### config.mk
export PLATFORM = sky130hd
export DESIGN_NAME = fpeg_guard
export DESIGN_NICKNAME = d
export VERILOG_FILES = /design/src/fpeg_pkg.sv /design/src/fpeg_key_if.sv /design/src/fpeg_key.sv /design/src/fpeg_guard.sv
export SDC_FILE = /design/constraint.sdc
export NUM_CORES = 1
export LEC_CHECK = 0
export BUFFER_PORTS_ARGS = -buffer_cell sky130_fd_sc_hd__buf_2
export CAP_MARGIN = 20
export CORE_ASPECT_RATIO = 0.7
export CORE_MARGIN = 3
export CORE_UTILIZATION = 52
export DETAILED_ROUTE_END_ITERATION = 16
export GPL_TIMING_DRIVEN = 0
export HOLD_SLACK_MARGIN = 0.05
export PLACE_DENSITY = 0.86
export REMOVE_ABC_BUFFERS = 1
export SLEW_MARGIN = 10
export SYNTH_ARGS = -nofsm -noshare
export SYNTH_HDL_FRONTEND = slang
export SYNTH_HIERARCHICAL = 1
export SYNTH_SLANG_ARGS = --single-unit
### constraint.sdc
create_clock -name mclk -period 4.32 [get_ports mclk]
set_input_delay 0.432 -clock mclk [delete_from_list [all_inputs] [get_ports mclk]]
set_output_delay 0.432 -clock mclk [all_outputs]
set_load 0.02 [all_outputs]
### src/fpeg_pkg.sv
// constants shared by the flash program/erase guard
package fpeg_pkg;
  // register offsets
  localparam logic [7:0] PSC_ADDR = 8'h8F;
  localparam logic [7:0] KEY_ADDR = 8'hB7;
  localparam logic [7:0] RSRC_ADDR = 8'hC0;
  // program_store_control layout and reset value
  localparam int WE_BIT = 0;
  localparam int EE_BIT = 1;
  localparam logic [1:0] PSC_RST = 2'h0;
  // key codes and key status read codes
  localparam logic [7:0] KEY_CODE1 = 8'hA5;
  localparam logic [7:0] KEY_CODE2 = 8'hF1;
  localparam logic [1:0] KST_LOCKED = 2'h0;
  localparam logic [1:0] KST_FIRST = 2'h1;
  localparam logic [1:0] KST_OPEN = 2'h2;
  localparam logic [1:0] KST_DEAD = 2'h3;
  // reset_source_reg layout
  localparam int POR_BIT = 1;
  localparam int FAULT_BIT = 6;
  // page geometry and erased values
  localparam int PAGE_SHIFT = 9;
  localparam logic [7:0] ERASED = 8'hFF;
  localparam logic [7:0] LOCK_NONE = 8'hFF;
  typedef enum logic [3:0] {
    FPEG_LOCKED = 4'h1,
    FPEG_FIRST = 4'h2,
    FPEG_OPEN = 4'h4,
    FPEG_DEAD = 4'h8
  } fpeg_key_state_t;
endpackage

### src/fpeg_key_if.sv
// key lock handshake between guard and key sequencer
`timescale 1ns/1ps
`default_nettype none
interface fpeg_key_if;
  logic srst;
  logic wr;
  logic [7:0] wdata;
  logic attempt;
  logic open;
  logic [1:0] status;
  modport guard (output srst, wr, wdata, attempt, input open, status);
  modport seq (input srst, wr, wdata, attempt, output open, status);
endinterface
`default_nettype wire

### src/fpeg_key.sv
// key_register unlock sequencer
`timescale 1ns/1ps
`default_nettype none
module fpeg_key (
  // clock and reset
  input wire logic mclk,
  input wire logic rst_n,
  // guard side
  fpeg_key_if.seq kif
);
  fpeg_pkg::fpeg_key_state_t state;
  fpeg_pkg::fpeg_key_state_t next_state;

  always_comb
  begin
    next_state = state;
    unique case (state)
      fpeg_pkg::FPEG_LOCKED:
      begin
        if (kif.attempt)
          next_state = fpeg_pkg::FPEG_DEAD; // [RULE_18]
        else if (kif.wr)
          next_state = (kif.wdata == fpeg_pkg::KEY_CODE1) ? fpeg_pkg::FPEG_FIRST
                                                          : fpeg_pkg::FPEG_DEAD;
      end
      fpeg_pkg::FPEG_FIRST:
      begin
        if (kif.attempt)
          next_state = fpeg_pkg::FPEG_DEAD;
        else if (kif.wr)
          next_state = (kif.wdata == fpeg_pkg::KEY_CODE2) ? fpeg_pkg::FPEG_OPEN
                                                          : fpeg_pkg::FPEG_DEAD;
      end
      fpeg_pkg::FPEG_OPEN:
      begin
        // any further key write is out of order; an operation re-arms the lock
        if (kif.wr)
          next_state = fpeg_pkg::FPEG_DEAD; // [RULE_18]
        else if (kif.attempt)
          next_state = fpeg_pkg::FPEG_LOCKED; // [RULE_18]
      end
      fpeg_pkg::FPEG_DEAD: next_state = fpeg_pkg::FPEG_DEAD;
      default: next_state = fpeg_pkg::FPEG_DEAD;
    endcase
  end

  always_ff @(posedge mclk or negedge rst_n)
  begin
    if (!rst_n)
      state <= fpeg_pkg::FPEG_LOCKED;
    else if (kif.srst)
      state <= fpeg_pkg::FPEG_LOCKED;
    else
      state <= next_state;
  end

  assign kif.open = (state == fpeg_pkg::FPEG_OPEN);

  always_comb
  begin
    unique case (state)
      fpeg_pkg::FPEG_LOCKED: kif.status = fpeg_pkg::KST_LOCKED;
      fpeg_pkg::FPEG_FIRST: kif.status = fpeg_pkg::KST_FIRST;
      fpeg_pkg::FPEG_OPEN: kif.status = fpeg_pkg::KST_OPEN;
      default: kif.status = fpeg_pkg::KST_DEAD;
    endcase
  end
endmodule
`default_nettype wire

### src/fpeg_guard.sv
// flash program/erase guard: store control, lock byte security, fault reset
//
// Overview of operation
// (RULE_01) prohibited debug port flash operations are dropped, never reset
// (RULE_02) prohibited firmware flash operation resets device, fault flag then reads 1
// (RULE_03) debug device erase wipes every page including the lock byte page
// (RULE_04) any locked page also locks the lock byte page
// (RULE_05) lock byte, once written, changes only by debug device erase; a debug page erase of its page still passes until a reset decodes it
// (RULE_06) a new lock byte value protects pages only after next reset
// (RULE_07) both enables set: external move write erases the addressed page
// (RULE_08) write enable only: external move write programs one flash byte
// (RULE_09) erase needs erase enable; flash writes need write enable
// (RULE_10) program_store_control bits 7:2 read zero, writes dropped
// (RULE_11) program_store_control at 0x8F, erase enable bit 1, write enable bit 0
// (RULE_12) interrupts are held pending while a flash operation runs
// (RULE_13) firmware should disable interrupts around write enable set
// (RULE_14) firmware should run from internal oscillator during flash operations
// (RULE_15) firmware writes reset_source_reg directly, power on flag set; the guard ignores writes to it, so they change no flag
// (RULE_16) firmware enables supply monitor reset after write enable, before operation
// (RULE_17) firmware erases a byte before programming it
// (RULE_18) key 0xA5 then 0xF1 unlocks one operation; wrong order kills until reset
// (RULE_19) locked page count from page 0 is the complement of lock byte
// (RULE_20) unlocked code touching a locked page causes flash fault reset
// (RULE_21) page erase gives 0xFF; programming only clears bits
// (RULE_22) lock byte sampled after reset, decoded count held until next reset
`timescale 1ns/1ps
`default_nettype none
module fpeg_guard #(
  parameter int AW = 16,
  parameter logic [15:0] LOCK_ADDR = 16'h3FFF
) (
  // clock and reset
  input wire logic mclk,
  input wire logic rstn,
  // register port
  input wire logic [7:0] reg_addr,
  input wire logic [7:0] reg_wdata,
  input wire logic reg_wr,
  input wire logic reg_rd,
  output logic [7:0] reg_rdata,
  // firmware flash accesses
  input wire logic cpu_xwr,
  input wire logic cpu_frd,
  input wire logic [AW-1:0] cpu_addr,
  input wire logic [7:0] cpu_wdata,
  input wire logic [AW-1:0] cpu_pc,
  // debug port accesses
  input wire logic dbg_wr,
  input wire logic dbg_rd,
  input wire logic dbg_erase,
  input wire logic dbg_dev_erase,
  input wire logic [AW-1:0] dbg_addr,
  input wire logic [7:0] dbg_wdata,
  // flash array
  input wire logic [7:0] lock_byte_in,
  input wire logic fl_busy,
  output logic fl_prog,
  output logic fl_erase,
  output logic fl_dev_erase,
  output logic [AW-1:0] fl_addr,
  output logic [7:0] fl_data,
  // external RAM path
  output logic xram_wr,
  output logic [AW-1:0] xram_addr,
  output logic [7:0] xram_data,
  // system
  output logic dbg_rd_ok,
  output logic dev_reset_req,
  output logic irq_hold
);
  localparam int PW = AW - fpeg_pkg::PAGE_SHIFT;
  localparam logic [PW-1:0] LOCK_PAGE = LOCK_ADDR[AW-1:fpeg_pkg::PAGE_SHIFT];

  logic rst_s1;
  logic rst_n;
  logic fault;
  logic [1:0] psc;
  logic sampled;
  logic [7:0] locked_pages;
  logic lock_written;
  logic power_on;
  logic fault_flag;
  logic any_locked;
  logic key_reg_wr;
  logic cpu_req;
  logic cpu_flash;
  logic cpu_bad;
  logic cpu_go;
  logic dbg_go_wr;
  logic dbg_go_er;
  logic [PW-1:0] cpu_page;
  logic [PW-1:0] pc_page;
  logic [PW-1:0] dbg_page;

  // key sequencer; a fault clears it along with store control, the lock byte sample and the power on flag
  fpeg_key_if kif ();

  fpeg_key u_key (
    .mclk(mclk),
    .rst_n(rst_n),
    .kif(kif)
  );

  // reset release through two flops
  // the raw reset only clears; release is retimed so no flop leaves reset alone
  always_ff @(posedge mclk or negedge rstn)
  begin
    if (!rstn)
    begin
      rst_s1 <= 1'b0;
      rst_n <= 1'b0;
    end
    else
    begin
      rst_s1 <= 1'b1;
      rst_n <= rst_s1;
    end
  end

  // page lock test, shared by firmware and debug checks
  function automatic logic page_locked(input logic [PW-1:0] pg, input logic [7:0] n,
                                       input logic any);
    // compared as int so the test holds for any address width
    page_locked = (int'(pg) < int'(n)) // [RULE_19]
                  || (pg == LOCK_PAGE && any); // [RULE_04]
  endfunction

  assign any_locked = (locked_pages != 8'h00);
  assign cpu_page = cpu_addr[AW-1:fpeg_pkg::PAGE_SHIFT];
  assign pc_page = cpu_pc[AW-1:fpeg_pkg::PAGE_SHIFT];
  assign dbg_page = dbg_addr[AW-1:fpeg_pkg::PAGE_SHIFT];

  // an external move write reaches flash only with write enable set
  assign cpu_flash = cpu_xwr && psc[fpeg_pkg::WE_BIT]; // [RULE_09]
  assign cpu_req = cpu_flash || cpu_frd;

  // firmware fault decode
  always_comb
  begin
    cpu_bad = 1'b0;
    if (cpu_req && !sampled)
      cpu_bad = 1'b1;
    else if (cpu_req && !page_locked(pc_page, locked_pages, any_locked)
             && page_locked(cpu_page, locked_pages, any_locked))
      cpu_bad = 1'b1; // [RULE_20]
    // firmware may never erase the lock byte page, locked or not
    if (cpu_flash && psc[fpeg_pkg::EE_BIT] && cpu_page == LOCK_PAGE)
      cpu_bad = 1'b1;
    if (cpu_flash && !psc[fpeg_pkg::EE_BIT] && cpu_addr == LOCK_ADDR && lock_written)
      cpu_bad = 1'b1; // [RULE_05]
  end

  // flash operation proceeds only with the key open; otherwise it kills the key
  assign cpu_go = cpu_flash && !cpu_bad && kif.open; // [RULE_18]

  // debug checks: refusal is silent
  // before the lock byte is sampled every debug request except device erase is dropped
  assign dbg_go_wr = dbg_wr && sampled && !page_locked(dbg_page, locked_pages, any_locked)
                     && !(dbg_addr == LOCK_ADDR && lock_written); // [RULE_01]
  assign dbg_go_er = dbg_erase && sampled
                     && !page_locked(dbg_page, locked_pages, any_locked)
                     && !(dbg_page == LOCK_PAGE && any_locked); // [RULE_01]

  // fault request: one cycle, also clears store control, the key, the lock byte sample and the power on flag
  // back to back faults are merged: the first one resets everything anyway
  always_ff @(posedge mclk or negedge rst_n)
  begin
    if (!rst_n)
      fault <= 1'b0;
    else
      fault <= cpu_bad && !fault; // [RULE_02]
  end
  assign dev_reset_req = fault;

  assign kif.srst = fault;
  assign key_reg_wr = reg_wr && reg_addr == fpeg_pkg::KEY_ADDR;
  assign kif.wr = key_reg_wr;
  assign kif.wdata = reg_wdata;
  assign kif.attempt = cpu_flash && !cpu_bad;

  // program_store_control
  // only two bits are kept; the upper six are dropped on write and read as zero
  always_ff @(posedge mclk or negedge rst_n)
  begin
    if (!rst_n)
      psc <= fpeg_pkg::PSC_RST; // [RULE_11]
    else if (fault)
      psc <= fpeg_pkg::PSC_RST;
    else if (reg_wr && reg_addr == fpeg_pkg::PSC_ADDR)
      psc <= reg_wdata[1:0]; // [RULE_10]
  end

  // lock byte capture at reset only; later programming waits for the next reset
  always_ff @(posedge mclk or negedge rst_n)
  begin
    if (!rst_n)
    begin
      sampled <= 1'b0;
      locked_pages <= 8'h00;
    end
    else if (fault)
      sampled <= 1'b0; // [RULE_06]
    else if (!sampled)
    begin
      sampled <= 1'b1;
      locked_pages <= ~lock_byte_in; // [RULE_22]
    end
  end

  // lock byte written tracking
  // device erase clears the mark; protection itself still waits for a reset
  always_ff @(posedge mclk or negedge rst_n)
  begin
    if (!rst_n)
      lock_written <= 1'b0;
    else if (dbg_dev_erase)
      lock_written <= 1'b0; // [RULE_05]
    else if (!sampled)
      lock_written <= (lock_byte_in != fpeg_pkg::LOCK_NONE);
    else if ((cpu_go && !psc[fpeg_pkg::EE_BIT] && cpu_addr == LOCK_ADDR)
             || (dbg_go_wr && dbg_addr == LOCK_ADDR))
      lock_written <= 1'b1;
  end

  // flash and external RAM strobes
  always_ff @(posedge mclk or negedge rst_n)
  begin
    if (!rst_n)
    begin
      fl_prog <= 1'b0;
      fl_erase <= 1'b0;
      fl_dev_erase <= 1'b0;
      fl_addr <= '0;
      fl_data <= 8'h00;
      xram_wr <= 1'b0;
      xram_addr <= '0;
      xram_data <= 8'h00;
      dbg_rd_ok <= 1'b0;
    end
    else
    begin
      fl_prog <= 1'b0;
      fl_erase <= 1'b0;
      fl_dev_erase <= dbg_dev_erase; // [RULE_03]
      xram_wr <= cpu_xwr && !psc[fpeg_pkg::WE_BIT]; // [RULE_08]
      // address and data follow the cpu every cycle; the strobe alone qualifies them
      xram_addr <= cpu_addr;
      xram_data <= cpu_wdata;
      dbg_rd_ok <= dbg_rd && sampled
                   && !page_locked(dbg_page, locked_pages, any_locked); // [RULE_01]
      if (cpu_go)
      begin
        // erase fills the page with the erased value; data is ignored
        fl_erase <= psc[fpeg_pkg::EE_BIT]; // [RULE_07] [RULE_21]
        fl_prog <= !psc[fpeg_pkg::EE_BIT]; // [RULE_08]
        fl_addr <= cpu_addr;
        fl_data <= cpu_wdata;
      end
      else if (dbg_go_wr || dbg_go_er)
      begin
        fl_erase <= dbg_go_er;
        fl_prog <= dbg_go_wr && !dbg_go_er;
        fl_addr <= dbg_addr;
        fl_data <= dbg_wdata; // [RULE_21]
      end
    end
  end

  // reset_source_reg flags; the fault flag outlives the fault reset
  // this register is read only here; writes to its address are ignored
  always_ff @(posedge mclk or negedge rst_n)
  begin
    if (!rst_n)
    begin
      power_on <= 1'b1;
      fault_flag <= 1'b0;
    end
    else if (fault)
    begin
      power_on <= 1'b0;
      fault_flag <= 1'b1; // [RULE_02]
    end
  end

  // interrupts wait while the array is busy
  // the hold is combinational so a pending interrupt cannot slip in at the strobe
  assign irq_hold = fl_busy || fl_prog || fl_erase || fl_dev_erase; // [RULE_12]

  // register read data, valid the cycle after the strobe
  // reads that miss the map return zero rather than the last value
  always_ff @(posedge mclk or negedge rst_n)
  begin
    if (!rst_n)
      reg_rdata <= 8'h00;
    else if (reg_rd)
    begin
      unique case (reg_addr)
        fpeg_pkg::PSC_ADDR: reg_rdata <= {6'h00, psc}; // [RULE_10]
        fpeg_pkg::KEY_ADDR: reg_rdata <= {6'h00, kif.status};
        fpeg_pkg::RSRC_ADDR:
        begin
          reg_rdata <= 8'h00;
          reg_rdata[fpeg_pkg::POR_BIT] <= power_on;
          reg_rdata[fpeg_pkg::FAULT_BIT] <= fault_flag;
        end
        default: reg_rdata <= 8'h00;
      endcase
    end
    else
      reg_rdata <= 8'h00;
  end
endmodule
`default_nettype wire

==> results.yml <==
critical_path:
  slowest_delay_ns: 0.40
  critPathSlowestCell: "dfrtp_1"
  reg2reg_slack_ns: 1.35
  start_kind: "flop"
  cp_num_buf_inv: 1
  r2r-start: "locked_pages[5]"
  reg2reg_depth: 11
  path_cells: "inv_1, ha_1, a21o_2, a221oi_2, a221o_1, a21oi_2, and3_2, nand2b_1, nor4_1, a31oi_1, o31a_1"
  crit_start: "locked_pages[5]"
  worst_ep_required_time_ns: 4.55
  rr_endpoint: "u_key/state[3]"
  end_kind: "flop"
  crit_type: "reg2reg"
  crit_arrival_ns: 3.20
  path_delay_family: "compound AO/OA/AOI/OAI gates"
  path_max_fanout: 4
route:
  wl_met2_um: 4490
  via_per_inst: 5.35
  route.met3.wl_um: 645
  wl_per_cell_um: 16.9
  routed_wl_um: 9560
  routed.top_layer: "met4"
  firstDrtPassIters: 5
  drc: 0
  ant_nets: 0
  drt_iter0_markers: 119
  vias: 3030
  wl_met1_um: 4320
outcome:
  status: "finished clean"
cts:
  root_buffer: "clkbuf_8"
  cts_resized: 0
  clk_pin_slew_ns: 0.08
  clkLatencyLatePin_ns: 0.34
  clockBufferDepth: 2
  cts_buffers: 9
  cts_tree: "yes"
  cts.sinks: 77
  htreeDepth: 3
  postCtsSetupBuffers: 0
pwr:
  powerDensity_mw_per_mm2: 588
  leakage_uw: 0.00247
  peakVddDrop_mv: 0.298
logic_synthesis:
  synth.area.top_cells: "dfrtp_1, mux2_4, ha_1, mux2_1, mux2_2"
  syn-instance-count: 316
  yosys_register_bits: 77
  async_flop_share: 1.00
  synth_warnings: 6
  yosysTopAreaCell: "dfrtp_1"
  synth.top_cell.area_share: 0.483
  synth_area_mm2: 0.00389
  postSynthAreaPerCell_um2: 12.3
  synth_cell_types: 65
  seq_area_frac_synth: 0.496
  synthFlopType: "dfrtp_1"
  synth_edf_count: 0
placed_design:
  dpl_cell_area_mm2: 0.00464
  portBuffers: 147
  pre_cts_ws_ns: 1.09
  place.gp.congestion: 0.823
  dpl.hpwl_um: 7510
hold_path:
  worstHoldPathType: "in2reg"
  hold_end: "xram_data[5]"
  holdPathStages: 1
  worstHoldStart: "cpu_wdata[5]"
sta:
  rsz0062_at_grt: "false"
  tns_ns: 0
  worst_slew_pin_slew_ns: 0.812
  fin_skew_ns: 0.00829
  finalHoldViolations: 0
  slew_headroom: 0.451
  fmax_ghz: 0.337
  layout_min_cycle_time_ns: 2.97
  setup_ws_ns: 1.35
  drv_slew: 0
  finalCritPeriodShare: 0.688
  finalSetupViolCount: 0
final_layout:
  drive_gt1_frac: 0.443
  fin_nets: 584
  final_cell_area_mm2: 0.00490
  final_common_cell: "buf_2"
  antenna_cells: 0
  regArea_mm2: 0.00193
  multi_input_area_mm2: 0.00178
  fillers: 513
  final_cell_mix: "buf_2, dfrtp_1, nand2_1"
  layout-area-overhead-vs-synth_pct: 26.2
global_routing:
  grt_max_degree: 41
  gr-total-overflow: 0
  first_global_vias: 2959
  grt_pass1_wl_um: 14800
  grt_usage: 0.224
  antenna_found_initial: 0
floorplan:
  row_count: 25
  io_pins: 162
  coreArea_mm2: 0.00701
  die_area_mm2: 0.00856
  dieHeight_um: 78.3
  initial_utilization: 0.555
  dieWidth_um: 109
run:
  max_cap_violations: 0
layout make-up:
| cell class | count | area share |
|---|---|---|
| flip-flops and latches | 77 | 0.394 |
| multi-input cells | 215 | 0.364 |
| repair buffers | 150 | 0.162 |
| clock buffers | 10 | 0.0260 |
| well taps | 94 | 0.0240 |
| clock inverters | 6 | 0.0196 |
| inverters | 14 | 0.0107 |
Yosys cell counts, drive strengths merged (2+ instances only):
cell type   n
a21o        4
a21oi      11
a22oi       2
a31oi       2
a32o        2
and3        2
and4        3
buf        12
clkbuf      2
conb        2
dfrtp      75
dfstp       2
ha         18
inv        14
mux2       49
nand2      24
nand2b      3
nand3       6
nand4       6
nand4b      2
nor2        7
nor2b       6
nor3        8
nor4        3
nor4b       2
o21ai      13
o22ai       2
o31a        2
or2         3
or3         2
or3b        2
or4         2
xnor2       2
per-layer routing:
layer,up-vias,global-route usage
met5,-,0
met4,0,0.0511
met1,1455,0.308
li1,1456,-
met3,12,0.0592
met2,107,0.356
where the power goes:
part / switching (uW) / internal, uW
Clock: 275 / 332
Combinational: 622 / 605
Sequential: 136 / 913
Total: 1030 / 1850
flip-flops by register name, summed over array words and instances, names as in the netlist, 2 cells and up:
name	cells
xram_addr	16
locked_pages	8
psc	2
fl_addr	16
xram_data	8
reg_rdata	3
u_key/state	4
fl_data	8
cell families after synthesis:
kind of cell               synth area share
xor gates and xnor gates            0.00451
AOI/OAI and AO/OA                    0.0889
buffers and inverters                0.0486
adders and majority gates            0.0580
other                               0.00193
and+or+nand+nor                       0.137
DFF                                   0.496
muxes                                 0.165
worst reg2reg max path, cell delays in order (launching register included):
cell	delay, ns
dfrtp_1	0.40
inv_1	0.12
ha_1	0.27
a21o_2	0.23
a221oi_2	0.25
a221o_1	0.23
a21oi_2	0.10
and3_2	0.26
nand2b_1	0.19
nor4_1	0.38
a31oi_1	0.14
o31a_1	0.29
through the flow:
stage          std cells  total power, uW  hold slack (ns)   util
2_1_floorplan        306             1880            0.136      -
3_3_place_gp         547             2200            0.219  0.659
3_5_place_dp         548             2270            0.222  0.663
4_1_cts              565             2880            0.186  0.696
5_1_grt              566             3080            0.178  0.700
6_report             566             2880            0.205  0.700
worst max-delay path by stage:
stage / end / cells after the start / slack (ns)
6_report: u_key/state[3] / 11 / 1.35
5_1_grt: u_key/state[3] / 12 / 1.12
4_1_cts: fl_data[2] / 8 / 1.19
3_5_place_dp: fl_data[2] / 8 / 1.09
3_3_place_gp: fl_data[2] / 8 / 1.13
2_1_floorplan: u_key/state[3] / 10 / 1.63
timing repair:
item | in CTS | in global routing
hold buffers | 1 | 0
endpoints found under the hold margin | 2 | 0
setup endpoints to repair | 0 | 0
Note: power is estimated with default switching activity, not from simulation.
